$ cat config.mk
export PLATFORM = sky130hd
export DESIGN_NAME = spi_master_slave_port
export DESIGN_NICKNAME = d
export VERILOG_FILES = /design/src/rtl/spi_edge_tick.v /design/src/rtl/spi_master_slave_port.v
export VERILOG_INCLUDE_DIRS = /design/src /design/src/rtl
export SDC_FILE = /design/constraint.sdc
export NUM_CORES = 1
export LEC_CHECK = 0
export BUFFER_PORTS_ARGS = -buffer_cell sky130_fd_sc_hd__buf_2
export CORE_MARGIN = 2
export CORE_UTILIZATION = 47
export DETAILED_ROUTE_END_ITERATION = 8
export PLACE_DENSITY_LB_ADDON = 0.08
export RECOVER_POWER = 100
export SYNTH_ARGS = -nofsm -noshare
export SYNTH_HDL_FRONTEND = slang
export SYNTH_SLANG_ARGS = --single-unit
$ cat constraint.sdc
create_clock -name i_clk -period 2.1 [get_ports i_clk]
set_input_delay 0.21 -clock i_clk [delete_from_list [all_inputs] [get_ports i_clk]]
set_output_delay 0.21 -clock i_clk [all_outputs]
set_load 0.1 [all_outputs]
$ cat src/rtl/spi_port_map.vh
// Purpose: register offsets, field positions, reset values for the SPI port
// Assumes: APB byte addresses, one register per aligned 32-bit word
// Notes:   definitions only
`ifndef SPI_PORT_MAP_VH
`define SPI_PORT_MAP_VH

// ********************
// Register offsets
// ********************
`define OFF_MODE_CTRL      12'h000
`define OFF_PIN_FLAG_CTRL  12'h004
`define OFF_SHIFT_DATA     12'h008

// ********************
// Mode control fields
// ********************
`define MODE_SEL_HI        7
`define MODE_SEL_LO        5
`define MODE_IF_EN         1
`define MODE_CTRL_RST      8'he0
`define MODE_CTRL_WMASK    8'he2

// ********************
// Pin and flag control fields
// ********************
`define PF_POL             5
`define PF_EDGE            4
`define PF_ORDER           3
`define PF_SEL_EN          2
`define PF_WRITE_COLLISION_FLAG            1
`define PF_DONE            0
`define PIN_FLAG_RST       8'h00

// ********************
// Mode codes
// ********************
`define MODE_DIV4          3'h0
`define MODE_DIV16         3'h1
`define MODE_DIV64         3'h2
`define MODE_SUB           3'h3
`define MODE_TMR           3'h4
`define MODE_SLAVE         3'h5

// ********************
// Half-period counts in system clocks, less one; word length in bits
// ********************
`define HALF_DIV4          6'h01
`define HALF_DIV16         6'h07
`define HALF_DIV64         6'h1f
`define BITS_PER_WORD      4'h8

`endif
$ cat src/rtl/spi_edge_tick.v
// Purpose: one-cycle pulse on a selected edge of a sampled level
// Assumes: input already synchronous to i_clk
// Notes:   used for the sub clock and timer match tick
`timescale 1ns/10ps
`default_nettype none
module spi_edge_tick (
  input  wire i_clk,
  input  wire i_sys_rst,
  input  wire i_ce,
  input  wire i_lvl,
  input  wire i_rise,
  output wire o_tick
);
  reg lvl_r;
  always @(posedge i_clk) begin
    if (i_sys_rst) begin
      lvl_r <= 1'b0;
    end else if (i_ce) begin
      lvl_r <= i_lvl;
    end
  end
  assign o_tick = i_ce & (i_rise ? (i_lvl & ~lvl_r) : (~i_lvl & lvl_r));
endmodule // spi_edge_tick
`default_nettype wire

$ cat src/rtl/spi_master_slave_port.v
// Purpose: four-wire serial port, master or slave, APB register access
// Assumes: pins synchronous to i_clk; slave clock well below i_clk/4
// Notes:   I2C, time-out and debounce are not built
// Summary of operation
// - Select enable low floats select pin; high drives or uses it
// - Data write during a transfer is dropped and sets collision flag
// - Collision flag is sticky; only software clears it
// - Transfer done flag set at completion, sticky until cleared
// - Master mode: data write starts send and receive together
// - Slave mode: external clock shifts data out and in
// - Slave output bit ready per polarity and edge settings
// - Port keeps running in idle while its clock source runs
// - Interface enable low releases all four pins
// - Enabled master idles clock at the inverse of the polarity bit; data input floats
// - Enabled slave never drives the clock line
// - Master makes the clock; slave takes it only from master
// - Bits collect in shift buffer, copied to data register at end
// - Three-bit mode field picks divider, sub clock, timer, or slave
// - Order bit high sends MSB first, low LSB first
// - Polarity high idles clock low; edge bit picks capture edge
// - One eight-bit data register holds transmit and receive byte
`timescale 1ns/10ps
`default_nettype none
`include "spi_port_map.vh"
module spi_master_slave_port (
  input  wire        i_clk,
  input  wire        i_sys_rst,
  input  wire        i_ce,
  input  wire        i_psel,
  input  wire        i_penable,
  input  wire        i_pwrite,
  input  wire [11:0] i_paddr,
  input  wire [31:0] i_pwdata,
  output reg  [31:0] o_prdata,
  output reg         o_pready,
  output reg         o_pslverr,
  input  wire        i_sub_clk,
  input  wire        i_tmr_match,
  input  wire        i_sck,
  output reg         o_sck,
  output reg         o_sck_oe,
  input  wire        i_sdi,
  output reg         o_sdo,
  output reg         o_sdo_oe,
  input  wire        i_sel_n,
  output reg         o_sel_n,
  output reg         o_sel_n_oe,
  output reg         o_pins_en,
  output reg         o_done_irq
);

  // ********************
  // Registers
  // ********************
  reg  [7:0] mode_r;
  reg  [7:0] pf_r;
  reg  [7:0] data_r;
  reg  [7:0] shift_r;
  reg  [3:0] bits_r;
  reg        busy_r;
  reg  [5:0] div_r;
  reg        phase_r;
  reg        sck_in_r;
  reg        tmr_half_r;

  wire [2:0] mode     = mode_r[`MODE_SEL_HI:`MODE_SEL_LO];
  wire       en       = mode_r[`MODE_IF_EN];
  wire       pol      = pf_r[`PF_POL];
  wire       edge_sel = pf_r[`PF_EDGE];
  wire       msb      = pf_r[`PF_ORDER];
  wire       sel_en   = pf_r[`PF_SEL_EN];
  wire       slave    = (mode == `MODE_SLAVE);
  wire       master   = (mode < `MODE_SLAVE);
  wire       idle_lvl = ~pol;
  // Capture on rising when polarity and edge bits agree
  wire       cap_rise = (pol == edge_sel);

  // ********************
  // APB decode
  // ********************
  wire acc  = i_psel & i_penable & ~o_pready;
  wire wr   = acc & i_pwrite;
  wire hit_m = (i_paddr == `OFF_MODE_CTRL);
  wire hit_p = (i_paddr == `OFF_PIN_FLAG_CTRL);
  wire hit_d = (i_paddr == `OFF_SHIFT_DATA);
  wire wr_d = wr & hit_d;
  wire wr_p = wr & hit_p;

  // ********************
  // Master bit-rate ticks
  // ********************
  wire sub_tick;
  wire tmr_tick;
  spi_edge_tick u_sub (
    .i_clk     (i_clk),
    .i_sys_rst (i_sys_rst),
    .i_ce      (i_ce),
    .i_lvl     (i_sub_clk),
    .i_rise    (1'b1),
    .o_tick    (sub_tick)
  );
  spi_edge_tick u_tmr (
    .i_clk     (i_clk),
    .i_sys_rst (i_sys_rst),
    .i_ce      (i_ce),
    .i_lvl     (i_tmr_match),
    .i_rise    (1'b1),
    .o_tick    (tmr_tick)
  );

  reg [5:0] half_lim;
  always @* begin
    case (mode)
      `MODE_DIV4:  half_lim = `HALF_DIV4;
      `MODE_DIV16: half_lim = `HALF_DIV16;
      `MODE_DIV64: half_lim = `HALF_DIV64;
      default:     half_lim = 6'h00;
    endcase
  end

  reg half_tick;
  always @* begin
    case (mode)
      `MODE_DIV4,
      `MODE_DIV16,
      `MODE_DIV64: half_tick = (div_r == half_lim);
      `MODE_SUB:   half_tick = sub_tick;
      `MODE_TMR:   half_tick = tmr_tick & tmr_half_r;
      default:     half_tick = 1'b0;
    endcase
  end

  // ********************
  // Slave clock edges
  // ********************
  // Inputs are synchronous, so one stage gives the edge history
  wire sck_rise = i_sck & ~sck_in_r;
  wire sck_fall = ~i_sck & sck_in_r;
  wire s_cap    = cap_rise ? sck_rise : sck_fall;
  wire sel_act  = ~sel_en | ~i_sel_n;

  wire last_bit = (bits_r == `BITS_PER_WORD - 4'h1);
  wire in_bit   = i_sdi;
  wire [7:0] cap_val = msb ? {shift_r[6:0], in_bit} : {in_bit, shift_r[7:1]};

  // Phase 0 ends on the leading edge; edge bit high captures there
  wire m_step   = busy_r & master & half_tick;
  wire m_cap    = m_step & (edge_sel ? ~phase_r : phase_r);
  wire do_cap   = master ? m_cap : (en & slave & sel_act & s_cap);
  wire done_evt = busy_r & do_cap & last_bit;
  wire start_ok = wr_d & en & ~busy_r;
  wire coll_evt = wr_d & busy_r;

  // ********************
  // Transfer engine
  // ********************
  always @(posedge i_clk) begin
    if (i_sys_rst) begin
      busy_r     <= 1'b0;
      bits_r     <= 4'h0;
      shift_r    <= 8'h00;
      data_r     <= 8'h00;
      div_r      <= 6'h00;
      phase_r    <= 1'b0;
      sck_in_r   <= 1'b0;
      tmr_half_r <= 1'b0;
    end else if (i_ce) begin
      sck_in_r <= i_sck;
      if (tmr_tick) begin
        tmr_half_r <= ~tmr_half_r;
      end
      if (busy_r & master) begin
        div_r <= half_tick ? 6'h00 : div_r + 6'h01;
      end else begin
        div_r <= 6'h00;
      end
      if (m_step) begin
        phase_r <= ~phase_r;
      end
      if (!en) begin
        busy_r  <= 1'b0;
        phase_r <= 1'b0;
        bits_r  <= 4'h0;
      end else if (start_ok) begin
        // Data word goes straight into the shift buffer
        shift_r <= i_pwdata[7:0];
        data_r  <= i_pwdata[7:0];
        busy_r  <= master;
        bits_r  <= 4'h0;
        phase_r <= 1'b0;
      end else begin
        if (do_cap) begin
          shift_r <= cap_val;
          busy_r  <= ~last_bit;
          bits_r  <= last_bit ? 4'h0 : bits_r + 4'h1;
          if (last_bit) begin
            data_r <= cap_val;
          end
        end
        if (slave & s_cap & sel_act & ~last_bit) begin
          busy_r <= 1'b1;
        end
        if (slave & sel_en & i_sel_n) begin
          // Deselect aborts a partial slave word
          busy_r <= 1'b0;
          bits_r <= 4'h0;
        end
      end
    end
  end

  // ********************
  // Registers and flags
  // ********************
  always @(posedge i_clk) begin
    if (i_sys_rst) begin
      mode_r <= `MODE_CTRL_RST;
      pf_r   <= `PIN_FLAG_RST;
    end else if (i_ce) begin
      if (wr & hit_m) begin
        mode_r <= i_pwdata[7:0] & `MODE_CTRL_WMASK;
      end
      if (wr_p) begin
        pf_r[5:2] <= i_pwdata[5:2];
      end
      // Set wins over a same-cycle software clear
      pf_r[`PF_WRITE_COLLISION_FLAG] <= coll_evt |
        (pf_r[`PF_WRITE_COLLISION_FLAG] & ~(wr_p & ~i_pwdata[`PF_WRITE_COLLISION_FLAG]));
      pf_r[`PF_DONE] <= done_evt |
        (pf_r[`PF_DONE] & ~(wr_p & ~i_pwdata[`PF_DONE]));
    end
  end

  // ********************
  // APB slave
  // ********************
  always @(posedge i_clk) begin
    if (i_sys_rst) begin
      o_pready  <= 1'b0;
      o_pslverr <= 1'b0;
      o_prdata  <= 32'h00000000;
    end else if (i_ce) begin
      o_pready  <= acc;
      o_pslverr <= acc & ~(hit_m | hit_p | hit_d);
      if (acc & ~i_pwrite) begin
        case (1'b1)
          hit_m:   o_prdata <= {24'h000000, mode_r};
          hit_p:   o_prdata <= {24'h000000, pf_r};
          hit_d:   o_prdata <= {24'h000000, data_r};
          default: o_prdata <= 32'h00000000;
        endcase
      end else begin
        o_prdata <= 32'h00000000;
      end
    end
  end

  // ********************
  // Pins
  // ********************
  // Outgoing bit per order; slave sets it up before first edge
  wire out_bit = msb ? shift_r[7] : shift_r[0];
  reg sck_nxt;
  always @* begin
    sck_nxt = idle_lvl;
    if (busy_r & master) begin
      // Trailing half of each period shows the active level
      sck_nxt = (phase_r ^ m_step) ? ~idle_lvl : idle_lvl;
    end
  end

  always @(posedge i_clk) begin
    if (i_sys_rst) begin
      o_sck      <= 1'b1;
      o_sck_oe   <= 1'b0;
      o_sdo      <= 1'b0;
      o_sdo_oe   <= 1'b0;
      o_sel_n    <= 1'b1;
      o_sel_n_oe <= 1'b0;
      o_pins_en  <= 1'b0;
      o_done_irq <= 1'b0;
    end else if (i_ce) begin
      o_pins_en  <= en;
      o_sck      <= sck_nxt;
      o_sck_oe   <= en & master;
      o_sdo      <= out_bit;
      o_sdo_oe   <= en & (master | (sel_act & ~(sel_en & i_sel_n)));
      o_sel_n    <= ~(master & (busy_r | start_ok));
      o_sel_n_oe <= en & master & sel_en;
      o_done_irq <= pf_r[`PF_DONE] | done_evt;
    end
  end

endmodule // spi_master_slave_port
`default_nettype wire

After elaboration in Yosys (flattened, before gate mapping)
Index checks and enable logic that the tools add are counted.
{"block": "word_totals", "reg_bits": 84, "latch_bits": 0, "mem_bits_rw": 0, "rom_bits": 0, "in_bits": 55, "word_cells": 156, "mem_count": 0}
{"block": "classes", "n_addsub": 2, "mul": 0, "div": 0, "order_cmp": 1, "n_eq_ne": 13, "shifts": 0, "n_mux": 33, "bitwise": 70, "n_reduce_logical": 13}
{"op": "$mux 8", "count": 9}
{"op": "$and 1x1->1", "count": 41}
{"op": "$mux 32", "count": 1}
{"op": "$mux 4", "count": 5}
{"op": "$not 1->1", "count": 20}
{"op": "$pmux 5 s3", "count": 1}
{"op": "$mux 1", "count": 14}
{"op": "$eq 12x3->1 const B", "count": 1}
{"op": "$eq 12x4->1 const B", "count": 1}
{"op": "$logic_not 12->1", "count": 1}
{"op": "$mux 6", "count": 2}
{"op": "$reduce_and 2->1", "count": 6}
{"op": "$or 1x1->1", "count": 8}
{"op": "$add 6x1->6 const B", "count": 1}
{"op": "$eq 3x2->1 const B", "count": 2}
{"op": "$eq 3x3->1 const B", "count": 2}
{"op": "$eq 6x6->1", "count": 1}
{"op": "$ne 5x1->1 const B", "count": 1}
{"op": "$add 4x1->4 const B", "count": 1}
{"op": "$eq 4x3->1 const B", "count": 1}
{"op": "$ne 4x1->1 const B", "count": 1}
{"op": "$reduce_and 4->1", "count": 1}
{"op": "$reduce_bool 2->1", "count": 2}
{"op": "$eq 3x1->1 const B", "count": 1}
{"op": "8 further kinds", "count": 8}

Depth between registers and ports, before layout
{"block": "logic_depth", "word_depth": 13, "depth_mapped": 9, "mapped_depth_nobuf": 6}

By module
A second synthesis with hierarchy kept.
{"block": "hier_totals", "hier_cells": 403, "area_unflattened_um2": 3316.9}
{"mod": "spi_master_slave_port", "instances": 1, "cells_per_inst": 391, "area_each_um2": 3201.8}
{"mod": "spi_edge_tick", "instances": 2, "cells_per_inst": 6, "area_each_um2": 57.6}

Worst setup path before layout
OpenSTA, ideal clock, no wires.
{"block": "synth_path", "path_type": "register to register", "start": "reg o_pready", "end": "reg shift_r[0]", "setup_time_ns": 0.074, "arrival_ns": 2.400, "setup_slack_ns": -0.374, "path_stages_with_launch": 8, "n_path_buf": 2, "cell_sequence": "dfxtp_1 and3b_1 nand4b_1 or3_1 buf_1 buf_2 nand4_1 a31oi_1"}
{"block": "synth_via", "elab_chain_cells": 8, "elab_cells_between_ends": 9, "cone_classes": "mux: 1; bitwise: 6; reduce/logical: 2"}
{"item": "start: declaration", "line_no": "spi_master_slave_port.v:35", "source": "output reg o_pready,"}
{"item": "start signal: assignment", "line_no": "spi_master_slave_port.v:239", "source": "o_pready <= 1'b0;"}
{"item": "start signal: assignment", "line_no": "spi_master_slave_port.v:243", "source": "o_pready <= acc;"}
{"item": "$not 1->1 (*)", "line_no": "spi_master_slave_port.v:81", "source": "wire acc = i_psel & i_penable & ~o_pready;"}
{"item": "$and 1x1->1 (*)", "line_no": "spi_master_slave_port.v:81"}
{"item": "$and 1x1->1 (*)", "line_no": "spi_master_slave_port.v:82", "source": "wire wr = acc & i_pwrite;"}
{"item": "$and 1x1->1 (*)", "line_no": "spi_master_slave_port.v:86", "source": "wire wr_d = wr & hit_d;"}
{"item": "$and 1x1->1 (*) (2 in series)", "line_no": "spi_master_slave_port.v:151", "source": "wire start_ok = wr_d & en & ~busy_r;"}
{"item": "$reduce_bool 2->1 (no line)"}
{"item": "$reduce_and 3->1 (no line)"}
{"item": "end signal: assignment", "line_no": "spi_master_slave_port.v:186", "source": "shift_r <= i_pwdata[7:0];"}
{"item": "end signal: assignment", "line_no": "spi_master_slave_port.v:193", "source": "shift_r <= cap_val;"}
{"item": "end: declaration", "line_no": "spi_master_slave_port.v:58", "source": "reg [7:0] shift_r;"}
Every way passes the cells marked *; elsewhere a longest branch is shown, timed or not.
A chain may end at the register's enable or synchronous reset.

Worst setup path after layout
{"block": "layout_path", "start": "reg mode_r[6]", "end": "reg busy_r"}
{"block": "layout_via", "elab_chain_cells": 9, "elab_cells_between_ends": 29, "cone_classes": "order compare: 1; eq/ne: 7; mux: 7; bitwise: 11; reduce/logical: 3"}
{"item": "start: declaration", "line_no": "spi_master_slave_port.v:55", "source": "reg [7:0] mode_r;"}
{"item": "start signal: assignment", "line_no": "spi_master_slave_port.v:217", "source": "mode_r <= `MODE_CTRL_RST;"}
{"item": "start signal: assignment", "line_no": "spi_master_slave_port.v:221", "source": "mode_r <= i_pwdata[7:0] & `MODE_CTRL_WMASK;"}
{"item": "$eq 3x2->1 (tied with other cells)", "line_no": "spi_master_slave_port.v:113, spi_master_slave_port.v:123"}
{"item": "$pmux 5 s3", "line_no": "spi_master_slave_port.v:113", "source": "case (mode)"}
{"item": "$eq 6x6->1", "line_no": "spi_master_slave_port.v:126", "source": "`MODE_DIV64: half_tick = (div_r == half_lim);"}
{"item": "$pmux 1 s3", "line_no": "spi_master_slave_port.v:123", "source": "case (mode)"}
{"item": "$and 1x1->1", "line_no": "spi_master_slave_port.v:147", "source": "wire m_step = busy_r & master & half_tick;"}
{"item": "$and 1x1->1", "line_no": "spi_master_slave_port.v:148", "source": "wire m_cap = m_step & (edge_sel ? ~phase_r : phase_r);"}
{"item": "$mux 1", "line_no": "spi_master_slave_port.v:149", "source": "wire do_cap = master ? m_cap : (en & slave & sel_act & s_cap);"}
{"item": "$ne 5x1->1 (no line)"}
{"item": "$reduce_and 2->1 (no line)"}
{"item": "end signal: assignment", "line_no": "spi_master_slave_port.v:188", "source": "busy_r <= master;"}
{"item": "end signal: assignment", "line_no": "spi_master_slave_port.v:194", "source": "busy_r <= ~last_bit;"}
{"item": "end: declaration", "line_no": "spi_master_slave_port.v:60", "source": "reg busy_r;"}
Several ways; a longest one is shown, not always the timed one.

==> results.yml <==
outcome:
  outcome: "finished, final reports clean"
global_routing:
  antenna_found_initial: 0
  grt_pass1_vias: 2653
  grt_usage_pct: 21.7
  grt-ovfl-total: 0
  grt_pass1_wl_um: 13200
  grt_start_max_net_pins: 30
finish:
  layout.cells.non_filler: 559
  layout.nets: 515
  final_area_um2: 4020
  drive_above_1_share_pct: 27.2
  syn2layout_area_growth_pct: 20.0
  n_antenna_cell: 0
route:
  routed_wl_um: 8310
  post_drt_wl_per_cell_um: 14.9
  vias: 3010
  drtIter0Drc: 225
  vias_per_cell: 5.38
  firstDrtPassIters: 4
  antenna_left: 0
  drc_errors: 0
run:
  maxCapViolCount: 0
synthesis:
  synth_area_leader_cell: "dfxtp_1"
  syn_avg_cell_area_um2: 8.62
  netlist.area_leader.share_pct: 35.8
  synth-edff-count: 0
  synth_commonest_cells: "60 x dfxtp_1, 39 x nand2_1, 30 x nor2_1"
  synth_warnings: 0
  synth.area.top_cells: "dfxtp_1 36%, mux2i_1 7.5%, buf_4 5.8%"
  synth-async-reset-ratio_pct: 0
  synth_cell_types: 61
  synth.most_common_cell: "dfxtp_1"
  synth_cells: 389
  ys_dominant_reg_cell: "dfxtp_1"
  ys_seq_area_share_pct: 35.8
  syn-cell-area_um2: 3350
  ys_ff_latch: 60
sta:
  timing.fmax_ghz: 0.506
  finalMaxSlewViolations: 0
  fin_crit_sh_pct: 94.2
  min_period_ns: 1.98
  maxSlewHeadroom_pct: 59.6
  hold_viol: 0
  worstMarginPinSlew_ns: 0.606
  setup_viol: 0
  skew_ns: 0.00938
  grt_setup_unrepaired: "yes"
place:
  place_area_um2: 3800
  dpl.hpwl_um: 6120
  place.gp.congestion: 0.859
  dp_cells: 543
  io_buffers: 48
critical_path:
  critPathCaptureType: "flip-flop"
  worstPathArrival_ns: 2.20
  start_kind: "flip-flop"
  required_ns: 2.32
  critPathMaxFanout: 4
  critPathKind: "flip-flop to flip-flop"
clocking:
  clkLatencyLatePin_ns: 0.33
  cts-buffers-inserted: 9
  cts_tree: "done"
  clock_sinks: 60
  postCtsSetupBuffers: 0
  root_buffer: "clkbuf_8"
  clk_pin_slew_ns: 0.08
  htreeDepth: 3
  cts_buffer_depth: 2
die:
  initial_core_util_pct: 48.8
  num_io_pins: 97
  die_area_um2: 7830
  die_h_um: 88.5
  rows: 30
  core_area_um2: 6870
  die_x_um: 88.5
power_and_ir_drop:
  power.total_uw: 2570
  p_leak_uw: 0.00173
  p_per_area_nw_per_um2: 639
  worst_ir_drop_vdd_v: 0.000377
min_path:
  hold_class: "primary input to flip-flop"
[timing repair]
action | in CTS | in global routing
hold buffers | 0 | 0
setup endpoints to repair | 0 | 24
endpoints found under the hold margin | 0 | 0
resized for setup | 0 | 7
[area by class of cell]
class / count / area, µm²
Multi-Input combinational cell: 292 / 1920
Inverter: 10 / 37.5
Timing Repair Buffer: 85 / 539
Sequential cell: 60 / 1210
Clock inverter: 6 / 62.6
Clock buffer: 10 / 138
Fill cell: 640 / 2850
Tap cell: 96 / 120
[per-layer routing]
layer / vias to the layer above / wire (µm) / GRT usage, %
met5: - / 0 / 0
met4: 0 / 38 / 3.99
met3: 4 / 472 / 5.04
met2: 104 / 3610 / 31.7
met1: 1401 / 4180 / 32.9
li1: 1501 / - / -
[metrics by stage]
step | hold slack, ns | setup WS (ns) | util (%) | TNS [ns]
detailed placement | 0.454 | 0.0274 | 55.3 | 0
floorplan | 0.354 | 0.0582 | - | 0
global route | 0.132 | -0.0174 | 58.6 | -0.0472
CTS | 0.120 | 0.00233 | 58.3 | 0
finish | 0.139 | 0.122 | 58.6 | 0
global placement | 0.452 | 0.0396 | 55.3 | 0
[flip-flops by register name (all words and copies together) (netlist names), 4 cells and up]
register and count:
bits_r 4, data_r 8, div_r 6, mode_r 4, o_prdata 8, pf_r 6
shift_r 8
[cell usage in the layout (no fill, tap or decap), types with 4 or more instances in the layout]
cell type and count:
a21oi_1 19, a22o_1 4, a22oi_1 6, a31oi_1 10, buf_2 48, buf_4 34, clkbuf_8 10, conb_1 24
dfxtp_1 57, inv_1 8, mux2_1 7, mux2i_1 25, nand2_1 39, nand3_1 16, nand4_1 11, nand4b_1 12
nor2_1 30, nor2b_1 6, nor3_1 5, nor4_1 4, o21ai_1 4, o31ai_2 8
[path summary, 6_finish.rpt]
check,depth (start not counted),start,slack [ns],endpoint
max reg2reg,7,mode_r[6],0.12,busy_r
max,7,mode_r[6],0.12,busy_r
min reg2reg,2,o_sel_n_oe,0.46,o_sel_n_oe
min,3,i_sck,0.14,sck_in_r
[worst max-delay path, stage by stage (launching register included)]
cell	delay, ns
dfxtp_2	0.36
buf_4	0.13
nand4b_1	0.14
a2111oi_4	0.41
and3_4	0.25
buf_4	0.14
o31ai_4	0.09
o41ai_1	0.36
[cell families after synthesis]
family	share of synthesized area, %
mux	10.1
fa+ha+maj	0.746
flops	35.8
compound gates	18.7
other cells	0.112
simple gates	22.9
xor+xnor	1.31
buf+inv	10.3
[power by group]
part / leakage, µW / switching, µW / internal, µW
Combinational: 0.00115 / 294 / 58.9
Clock: 0.000103 / 491 / 579
Sequential: 0.000484 / 4.24 / 1140
No activity file was read; power rests on OpenSTA's default activity.
